==> src/core/drive_power_pkg.sv <==
//Contract
// Writes use only write-any-register; both read commands return the register.
// Write-any-register at address 0x000005 updates the retained non-volatile copy.
// Write-any-register at 0x070005 updates only the volatile copy.
// Read-any-register accepts either address and returns the register.
// Deep-sleep bit one, select high: enter deep power-down after any reset except software reset.
// Deep-sleep bit zero, select high: enter standby after any reset.
// Host always writes one into bit 3.
// Bits 7:5 select the I/O drive strength.
// Codes 000/100=45, 001=120, 010=90, 011=60, 101=30, 11x=20 ohms.
// Factory value is all zeros except bit 3: 45 ohms, standby.
// Bits 4, 1 and 0 read zero and do nothing in either copy.
// Select pulse of minimum width or hardware reset leaves deep power-down.
// Software reset ignores the deep-sleep bit and always ends in standby.
// Deep-sleep bit also decides the state after leaving hibernate.
// After power-up or hardware reset, volatile copy reloads from non-volatile.
package drive_power_pkg;

  // Clock rate and register addresses
  localparam int unsigned CLK_MHZ  = 20;
  localparam logic [23:0] ADDR_NV  = 24'h00_0005;
  localparam logic [23:0] ADDR_VOL = 24'h07_0005;

  // Field layout and factory value
  localparam int unsigned IMP_MSB     = 7;
  localparam int unsigned IMP_LSB     = 5;
  localparam int unsigned DEEP_BIT    = 2;
  localparam logic [7:0]  DPC_RESET   = 8'h08;
  localparam logic [7:0]  WRITE_MASK  = 8'hEC;

  // Deep power-down exit timing, least times rounded up to cycles
  localparam int unsigned CS_WAKE_MIN_NS = 100;
  localparam int unsigned DEEP_EXIT_NS   = 3000;
  localparam int unsigned CS_PULSE_CYC   = (CS_WAKE_MIN_NS * CLK_MHZ + 999) / 1000;
  localparam int unsigned EXIT_CYC       = (DEEP_EXIT_NS * CLK_MHZ + 999) / 1000;

  // Typical impedances in ohms
  localparam logic [7:0] OHM_45  = 8'h2D;
  localparam logic [7:0] OHM_120 = 8'h78;
  localparam logic [7:0] OHM_90  = 8'h5A;
  localparam logic [7:0] OHM_60  = 8'h3C;
  localparam logic [7:0] OHM_30  = 8'h1E;
  localparam logic [7:0] OHM_20  = 8'h14;

  typedef enum logic [1:0]
  {
    CMD_NONE       = 2'h0,
    CMD_WRITE_ANY  = 2'h1,
    CMD_READ_DPC   = 2'h2,
    CMD_READ_ANY   = 2'h3
  } cmd_op_t;

  typedef struct packed
  {
    logic        valid;
    cmd_op_t     op;
    logic [23:0] addr;
    logic [7:0]  wdata;
  } cmd_t;

  typedef struct packed
  {
    logic       valid;
    logic       hit;
    logic [7:0] data;
  } rsp_t;

  typedef enum logic [1:0]
  {
    PWR_BOOT      = 2'h0,
    PWR_STANDBY   = 2'h1,
    PWR_DEEP_DOWN = 2'h2,
    PWR_HIBERNATE = 2'h3
  } power_state_t;

  // Gray codes along the reset path to standby; entry to and exit from deep power-down flip two bits
  typedef enum logic [2:0]
  {
    ST_LOAD    = 3'h0,
    ST_FETCH   = 3'h1,
    ST_APPLY   = 3'h3,
    ST_STANDBY = 3'h2,
    ST_DEEP    = 3'h6,
    ST_EXIT    = 3'h7,
    ST_HIBER   = 3'h4
  } seq_state_t;

  // Impedance field to typical ohms
  function automatic logic [7:0] ohms_of(input logic [2:0] code);
    case (code)
      3'h1:    ohms_of = OHM_120;
      3'h2:    ohms_of = OHM_90;
      3'h3:    ohms_of = OHM_60;
      3'h5:    ohms_of = OHM_30;
      3'h6,
      3'h7:    ohms_of = OHM_20;
      default: ohms_of = OHM_45;
    endcase
  endfunction : ohms_of

endpackage : drive_power_pkg

==> src/core/nv_cell_store.sv <==
`timescale 1ns/10ps
`default_nettype none
module nv_cell_store
#(
  parameter int unsigned WIDTH     = 8,
  parameter logic [7:0]  INIT_VAL  = drive_power_pkg::DPC_RESET
)
(
  // Clock, enable and factory initialisation
  input  wire logic             clk,
  input  wire logic             ce,
  input  wire logic             init_n,
  // Write port
  input  wire logic             wr_en,
  input  wire logic [WIDTH-1:0] wr_data,
  // Read port, data registered
  input  wire logic             rd_en,
  output var  logic [WIDTH-1:0] rd_data_q
);

  logic [WIDTH-1:0] cell_q;

  // Retained cell: power-on reset does not touch it, only factory init
  always_ff @(posedge clk or negedge init_n)
  begin
    if (!init_n)
      cell_q <= INIT_VAL[WIDTH-1:0];
    else if (ce && wr_en)
      cell_q <= wr_data;
  end

  // Registered read so the caller sees data one edge after the request
  always_ff @(posedge clk or negedge init_n)
  begin
    if (!init_n)
      rd_data_q <= INIT_VAL[WIDTH-1:0];
    else if (ce && rd_en)
      rd_data_q <= cell_q;
  end

endmodule : nv_cell_store
`default_nettype wire

==> src/core/impedance_decode.sv <==
`timescale 1ns/10ps
`default_nettype none
module impedance_decode
(
  // Impedance field in, typical ohms out
  input  wire logic [2:0] code,
  output var  logic [7:0] ohms
);

  // Decode shared with the checks through the package function
  always_comb
  begin
    ohms = drive_power_pkg::ohms_of(code);
  end

endmodule : impedance_decode
`default_nettype wire

==> src/core/drive_power_config_reg.sv <==
`timescale 1ns/10ps
`default_nettype none
module drive_power_config_reg
#(
  parameter int unsigned CNT_W = 8
)
(
  // Clock, power-on reset and clock enable
  input  wire logic                         clk,
  input  wire logic                         rst_n,
  input  wire logic                         ce,
  // Factory initialisation of the retained copy
  input  wire logic                         factory_init_n,
  // Decoded register command and its answer
  input  wire drive_power_pkg::cmd_t        cmd,
  output var  drive_power_pkg::rsp_t        rsp_q,
  // Reset and power-mode requests from the command front end
  input  wire logic                         hw_reset_req,
  input  wire logic                         sw_reset_req,
  input  wire logic                         hibernate_enter,
  input  wire logic                         hibernate_exit,
  // Chip select pin, asynchronous
  input  wire logic                         cs_n,
  // Power and drive status
  output var  drive_power_pkg::power_state_t power_state_q,
  output var  logic [2:0]                   drive_code_q,
  output var  logic [7:0]                   drive_ohms_q
);

  drive_power_pkg::seq_state_t state_q;
  logic                        sw_q;
  logic [7:0]                  vol_q;
  logic                        cs_n_meta_q;
  logic                        cs_n_sync_q;
  logic [CNT_W-1:0]            cs_low_cnt_q;
  logic [CNT_W-1:0]            exit_cnt_q;
  logic                        pend_valid_q;
  logic                        pend_nv_q;
  logic                        pend_hit_q;
  logic [7:0]                  nv_rd_data;
  logic [7:0]                  ohms;
  logic                        take;
  logic                        is_nv;
  logic                        is_vol;
  logic                        wr_nv;
  logic                        wr_vol;
  logic                        rd_take;
  logic                        rd_nv;
  logic                        rd_hit;
  logic                        nv_rd_en;
  logic [7:0]                  wdata_clean;

  // Chip select crosses into clk through two flops before any use
  always_ff @(posedge clk or negedge rst_n)
  begin
    if (!rst_n)
    begin
      cs_n_meta_q <= 1'b1;
      cs_n_sync_q <= 1'b1;
    end
    else if (ce)
    begin
      cs_n_meta_q <= cs_n;
      cs_n_sync_q <= cs_n_meta_q;
    end
  end

  // Commands only in standby; resets in the same cycle take priority
  always_comb
  begin
    take        = ce && cmd.valid && (state_q == drive_power_pkg::ST_STANDBY)
                  && !hw_reset_req && !sw_reset_req;
    is_nv       = (cmd.addr == drive_power_pkg::ADDR_NV);
    is_vol      = (cmd.addr == drive_power_pkg::ADDR_VOL);
    wr_nv       = take && (cmd.op == drive_power_pkg::CMD_WRITE_ANY) && is_nv;
    wr_vol      = take && (cmd.op == drive_power_pkg::CMD_WRITE_ANY) && is_vol;
    rd_take     = take && ((cmd.op == drive_power_pkg::CMD_READ_DPC)
                  || (cmd.op == drive_power_pkg::CMD_READ_ANY));
    rd_nv       = rd_take && (cmd.op == drive_power_pkg::CMD_READ_ANY) && is_nv;
    rd_hit      = (cmd.op == drive_power_pkg::CMD_READ_DPC) || is_nv || is_vol;
    wdata_clean = cmd.wdata & drive_power_pkg::WRITE_MASK;
    nv_rd_en    = (state_q == drive_power_pkg::ST_LOAD) || rd_nv;
  end

  // Retained copy; bit 3 is stored as the host wrote it
  nv_cell_store #(
    .WIDTH    (8),
    .INIT_VAL (drive_power_pkg::DPC_RESET)
  ) u_nv (
    .clk       (clk),
    .ce        (ce),
    .init_n    (factory_init_n),
    .wr_en     (wr_nv),
    .wr_data   (wdata_clean),
    .rd_en     (nv_rd_en),
    .rd_data_q (nv_rd_data)
  );

  // Reset, power-down and hibernate sequencing
  always_ff @(posedge clk or negedge rst_n)
  begin
    if (!rst_n)
    begin
      state_q <= drive_power_pkg::ST_LOAD;
      sw_q    <= 1'b0;
    end
    else if (ce)
    begin
      if (hw_reset_req)
      begin
        state_q <= drive_power_pkg::ST_LOAD;
        sw_q    <= 1'b0;
      end
      else if (sw_reset_req)
      begin
        state_q <= drive_power_pkg::ST_LOAD;
        sw_q    <= 1'b1;
      end
      else
      begin
        case (state_q)
          drive_power_pkg::ST_LOAD:
            state_q <= drive_power_pkg::ST_FETCH;
          drive_power_pkg::ST_FETCH:
            state_q <= drive_power_pkg::ST_APPLY;
          drive_power_pkg::ST_APPLY:
          begin
            // Select low at this point means the host is busy: stay awake
            if (vol_q[drive_power_pkg::DEEP_BIT] && cs_n_sync_q && !sw_q)
              state_q <= drive_power_pkg::ST_DEEP;
            else
              state_q <= drive_power_pkg::ST_STANDBY;
          end
          drive_power_pkg::ST_STANDBY:
            if (hibernate_enter)
              state_q <= drive_power_pkg::ST_HIBER;
          drive_power_pkg::ST_HIBER:
            if (hibernate_exit)
            begin
              state_q <= drive_power_pkg::ST_LOAD;
              sw_q    <= 1'b0;
            end
          drive_power_pkg::ST_DEEP:
            if (cs_n_sync_q && (cs_low_cnt_q >= CNT_W'(drive_power_pkg::CS_PULSE_CYC)))
              state_q <= drive_power_pkg::ST_EXIT;
          drive_power_pkg::ST_EXIT:
            if (exit_cnt_q == CNT_W'(drive_power_pkg::EXIT_CYC - 1))
              state_q <= drive_power_pkg::ST_STANDBY;
          default:
            state_q <= drive_power_pkg::ST_LOAD;
        endcase
      end
    end
  end

  // Width of the wake pulse; a short glitch restarts the count
  always_ff @(posedge clk or negedge rst_n)
  begin
    if (!rst_n)
      cs_low_cnt_q <= '0;
    else if (ce)
    begin
      if (state_q != drive_power_pkg::ST_DEEP || cs_n_sync_q)
        cs_low_cnt_q <= '0;
      else if (cs_low_cnt_q != '1)
        cs_low_cnt_q <= cs_low_cnt_q + 1'b1;
    end
  end

  // Exit delay before the device answers again
  always_ff @(posedge clk or negedge rst_n)
  begin
    if (!rst_n)
      exit_cnt_q <= '0;
    else if (ce)
    begin
      if (state_q == drive_power_pkg::ST_EXIT)
        exit_cnt_q <= exit_cnt_q + 1'b1;
      else
        exit_cnt_q <= '0;
    end
  end

  // Volatile working copy: reloaded on each reset, written at its own address
  always_ff @(posedge clk or negedge rst_n)
  begin
    if (!rst_n)
      vol_q <= drive_power_pkg::DPC_RESET;
    else if (ce)
    begin
      if (state_q == drive_power_pkg::ST_FETCH)
        vol_q <= nv_rd_data & drive_power_pkg::WRITE_MASK;
      else if (wr_vol)
        vol_q <= wdata_clean;
    end
  end

  // Read pipeline: the retained copy needs one edge to come out
  always_ff @(posedge clk or negedge rst_n)
  begin
    if (!rst_n)
    begin
      pend_valid_q <= 1'b0;
      pend_nv_q    <= 1'b0;
      pend_hit_q   <= 1'b0;
    end
    else if (ce)
    begin
      pend_valid_q <= rd_take;
      pend_nv_q    <= rd_nv;
      pend_hit_q   <= rd_hit;
    end
  end

  // Answer word; an unknown read-any address reads zero with hit low
  always_ff @(posedge clk or negedge rst_n)
  begin
    if (!rst_n)
      rsp_q <= '0;
    else if (ce)
    begin
      rsp_q.valid <= pend_valid_q;
      rsp_q.hit   <= pend_valid_q && pend_hit_q;
      if (!pend_valid_q || !pend_hit_q)
        rsp_q.data <= 8'h00;
      else if (pend_nv_q)
        rsp_q.data <= nv_rd_data;
      else
        rsp_q.data <= vol_q;
    end
  end

  impedance_decode u_imp (
    .code (vol_q[drive_power_pkg::IMP_MSB:drive_power_pkg::IMP_LSB]),
    .ohms (ohms)
  );

  // Drive strength follows the volatile copy once it has been reloaded
  always_ff @(posedge clk or negedge rst_n)
  begin
    if (!rst_n)
    begin
      drive_code_q <= 3'h0;
      drive_ohms_q <= drive_power_pkg::OHM_45;
    end
    else if (ce && state_q != drive_power_pkg::ST_LOAD
             && state_q != drive_power_pkg::ST_FETCH)
    begin
      drive_code_q <= vol_q[drive_power_pkg::IMP_MSB:drive_power_pkg::IMP_LSB];
      drive_ohms_q <= ohms;
    end
  end

  // Reported power mode, one edge behind the sequencer
  always_ff @(posedge clk or negedge rst_n)
  begin
    if (!rst_n)
      power_state_q <= drive_power_pkg::PWR_BOOT;
    else if (ce)
    begin
      case (state_q)
        drive_power_pkg::ST_STANDBY: power_state_q <= drive_power_pkg::PWR_STANDBY;
        drive_power_pkg::ST_DEEP,
        drive_power_pkg::ST_EXIT:    power_state_q <= drive_power_pkg::PWR_DEEP_DOWN;
        drive_power_pkg::ST_HIBER:   power_state_q <= drive_power_pkg::PWR_HIBERNATE;
        default:                     power_state_q <= drive_power_pkg::PWR_BOOT;
      endcase
    end
  end
endmodule : drive_power_config_reg
`default_nettype wire

==> config.mk <==
export PLATFORM = sky130hd
export DESIGN_NAME = drive_power_config_reg
export DESIGN_NICKNAME = d
export VERILOG_FILES = /design/src/core/drive_power_pkg.sv /design/src/core/nv_cell_store.sv /design/src/core/impedance_decode.sv /design/src/core/drive_power_config_reg.sv
export SDC_FILE = /design/constraint.sdc
export NUM_CORES = 1
export LEC_CHECK = 0
export ABC_AREA = 1
export BUFFER_PORTS_ARGS = -buffer_cell sky130_fd_sc_hd__buf_2
export CORE_ASPECT_RATIO = 1.1
export CORE_MARGIN = 1
export CORE_UTILIZATION = 51
export CTS_BUF_LIST = sky130_fd_sc_hd__clkbuf_2 sky130_fd_sc_hd__clkbuf_4 sky130_fd_sc_hd__clkbuf_8
export DETAILED_ROUTE_END_ITERATION = 8
export PLACE_DENSITY = 0.81
export SLEW_MARGIN = 0
export SYNTH_ARGS = -nofsm -noshare
export SYNTH_HDL_FRONTEND = slang
export SYNTH_SLANG_ARGS = --single-unit
export TNS_END_PERCENT = 30
==> constraint.sdc <==
create_clock -name clk -period 1.35 [get_ports clk]
set_input_delay 0.135 -clock clk [delete_from_list [all_inputs] [get_ports clk]]
set_output_delay 0.135 -clock clk [all_outputs]
set_load 0.1 [all_outputs]
==> summary.md <==
| Metric | Value |
|---|---|
| Outcome | `complete, but fails checks` |
| Failing checks | `negative setup slack` |
| Overall routing resource usage | `25.2%` |
| Synthesis warning total | `0` |
| Ports | `67` |
| Final period util | `108%` |
| Synth top area share | `38.3%` |
| Share of cells above drive strength 1 | `33.3%` |
| Post-synthesis cell count | `418` |
| Power Density | `1370 mW/mm^2` |
| Total gr overflow | `0` |
| Endpoints failing hold | `0` |
| DRC viols | `0` |
| Final setup vio count | `28` |
| Critical path class | `reg2reg` |
| Sw frac | `42.1%` |
| TNS Setup | `-1.39 ns` |
| Clock Sinks | `59` |
| Seq cells post-synth | `59` |
| Drt pass-1 iters | `4` |
| Seq/Total Area, Yosys | `45.5%` |
| Worst Setup End Kind | `flop` |
| Mean Syn Cell Area | `7.82 um^2` |
| Hold_ws | `0.0155 ns` |
| Die Span X | `78.4 um` |
| Placed Cells | `580` |
| Clock buffers created by TritonCTS | `9` |
| Nets | `570` |
| FMAX | `688 MHz` |
| Final WL | `7.79 mm` |
| Port Buffers | `59` |
| N_diodes | `0` |
| Initial antenna violation count | `0` |
| Worst-case vdd ir drop | `1.18 mV` |
| H-tree levels | `3` |
| Top post-synthesis cells by area | `dfrtp_1 (38%), nand2_1 (12%), dfstp_2 (7.2%)` |
| Post-DP Area | `0.00394 mm^2` |
| Yosys top cell by area | `dfrtp_1` |
| FF-to-FF Start | `state_q[0]` |
| Clock Pin Slew Worst Setup and Hold Paths | `0.09 ns` |
| Switching power | `2.53 mW` |
| Synth unique cells | `38` |
| Worst reg-to-reg setup slack | `-0.10 ns` |
| Clock power frac | `28.6%` |
| Most frequent cells in the layout | `nand2_1 (100), inv_1 (57), buf_2 (55)` |
| Synthesis-to-layout area growth | `33.9%` |
| Antenna-violating nets left | `0` |
| Pleak | `2.24 nW` |
| Starting Density | `52.8%` |
| Cell Area, Synth | `0.00327 mm^2` |
| HP Class | `in2reg` |
| Wire length per cell | `12.8 um` |
| Worst Path Required | `1.66 ns` |
| CTS root buffer | `clkbuf_8` |
| Total Power | `6.00 mW` |
| Max_cap viols | `0` |
| Clk_skew | `0.0117 ns` |
| CP max FO | `6` |
| Largest net degree at the start of global routing | `50` |
| Combinational power share | `34.9%` |
| Fin crit period | `1.45 ns` |
| DR vias | `3159` |
| Routed vias/inst | `5.20` |
| CP Capture Point | `vol_q[5]` |
| Die H | `86.0 um` |
| Die Footprint | `0.00674 mm^2` |
| First-pass GRT wire length | `13.1 mm` |
| Crit start category | `flop` |
| Non-filler instance count after layout | `608` |
| Hold Path Stages | `3` |
| DR iter-0 viols | `144` |
| R2R cell count | `9` |
| Core Area | `0.00619 mm^2` |
| CTS max path bufs | `2` |
| Final HPWL DP | `5.65 mm` |
| Arrival time at the worst endpoint | `1.76 ns` |
| CTS tree | `done` |
| Commonest non-fill, non-tap cell in the layout | `nand2_1` |
| P_int | `3.47 mW` |
| Placer's final routability congestion estimate | `0.846` |
| Fin. max-slew vios | `0` |
| Reg-to-Reg End | `vol_q[5]` |
| Design Area, Final | `0.00438 mm^2` |
| RSZ-0062 raised after global routing | `true` |
| Crit path from | `state_q[0]` |
| Worst setup margin | `-0.103 ns` |
| Vias in the first global route | `3137` |
| Seq pwr share | `36.5%` |
| Skew-Pair Late Insertion Delay | `0.36 ns` |
| # rows | `30` |
cell usage after synthesis:
| cell | count |
|---|---|
| conb_1 | 1 |
| inv_2 | 5 |
| mux2i_1 | 1 |
| xnor2_1 | 2 |
| nand3b_1 | 1 |
| nand4_1 | 16 |
| a21oi_1 | 11 |
| o21a_1 | 3 |
| nand2_2 | 1 |
| dfrtp_1 | 50 |
| o22ai_1 | 1 |
| and2_1 | 1 |
| o21ai_0 | 30 |
| clkbuf_1 | 2 |
| nand2_1 | 108 |
| nand2_4 | 5 |
| ha_1 | 3 |
| inv_1 | 59 |
| nor3_1 | 6 |
| o21ai_2 | 1 |
| nor2_4 | 3 |
| nor3b_1 | 1 |
| inv_4 | 1 |
| nand3_2 | 3 |
| buf_2 | 2 |
| nand3_4 | 3 |
| nor2_1 | 33 |
| xor2_1 | 2 |
| nor3_2 | 1 |
| o21ai_1 | 8 |
| o31ai_1 | 4 |
| or2_2 | 1 |
| nor3_4 | 2 |
| o211ai_1 | 1 |
| dfstp_2 | 9 |
| nand3_1 | 30 |
| buf_4 | 6 |
| o311ai_0 | 1 |
worst max-delay path, stage by stage, from the launching register on:
cell and delay, ns:
dfrtp_2 0.43, inv_4 0.07, nand2_4 0.05, nor2_4 0.12, nand2_4 0.08, nor3_4 0.23, nand3_4 0.17, nand2_4 0.13
nand2_1 0.07, nand2_1 0.06
sequential cells by signal, indices dropped and copies added, names as in the netlist:
register        cells
drive_ohms_q        7
pend_nv_q           1
state_q             3
vol_q               5
cs_low_cnt_q        8
u_nv.rd_data_q      5
pend_hit_q          1
exit_cnt_q          8
cs_n_sync_q         1
cs_n_meta_q         1
rsp_q               7
u_nv.cell_q         5
power_state_q       2
sw_q                1
pend_valid_q        1
drive_code_q        3
cell families after synthesis:
family                     after synthesis  share of synthesized area, %
AOI/OAI and AO/OA                       60                          10.1
xor gates and xnor gates                 4                          1.07
adders and majority gates                3                          1.15
buffers and inverters                   75                          9.45
DFF                                     59                          45.5
muxes                                    1                         0.306
other                                    1                         0.115
and+or+nand+nor                        215                          32.4
power by group through the flow:
stage                     sequential (mW)  combinational (mW)  clock (mW)
after floorplan                      3.20               0.450           0
after global placement               2.22                2.01           0
after detailed placement             2.23                2.04           0
after CTS                            2.19                2.07        1.73
after global routing                 2.22                2.20        1.82
final                                2.19                2.09        1.72
worst min-delay path by stage:
| stage | start | to | slack [ns] |
|---|---|---|---|
| detailed placement | factory_init_n | u_nv.cell_q[6] | 0.0009 |
| global route | cmd[5] | u_nv.cell_q[5] | 0.01 |
| floorplan | rst_n | cs_low_cnt_q[0] | -0.16 |
| global placement | factory_init_n | u_nv.cell_q[5] | -0.002 |
| finish | cmd[6] | u_nv.cell_q[6] | 0.02 |
| CTS | cmd[6] | u_nv.cell_q[6] | 0.01 |
routing by layer:
metal | up-vias | GRT usage (%) | wire length [um] | share of wire, %
li1 | 1553 | - | - | -
met4 | 0 | 15.3 | 258 | 3.3
met2 | 81 | 45.6 | 4170 | 54
met3 | 24 | 5.53 | 274 | 3.5
met1 | 1501 | 26.6 | 3090 | 40
met5 | - | 0 | 0 | 0
stage by stage:
stage	util, %	worst slack (ns)
finish	70.7	-0.103
global route	70.7	-0.166
CTS	68.9	-0.0845
detailed placement	63.6	-0.131
global placement	63.6	-0.0919
floorplan	-	-0.0155
area by class of cell:
class	count	area, um^2
repair buffers	101	729
multi-input cells	287	1600
clock inverters	7	85.1
fillers	490	1820
flip-flops and latches	59	1490
clock buffers	9	124
inverters	65	251
well taps	80	100
what timing repair did:
item	in CTS	in global routing
resized for setup	16	28
endpoints found under the hold margin	54	0
setup endpoints to repair	44	45
hold buffers	4	0
setup buffers	6	2
cloned	0	0
pin swaps	11	12
No activity file was read; power rests on OpenSTA's default activity.
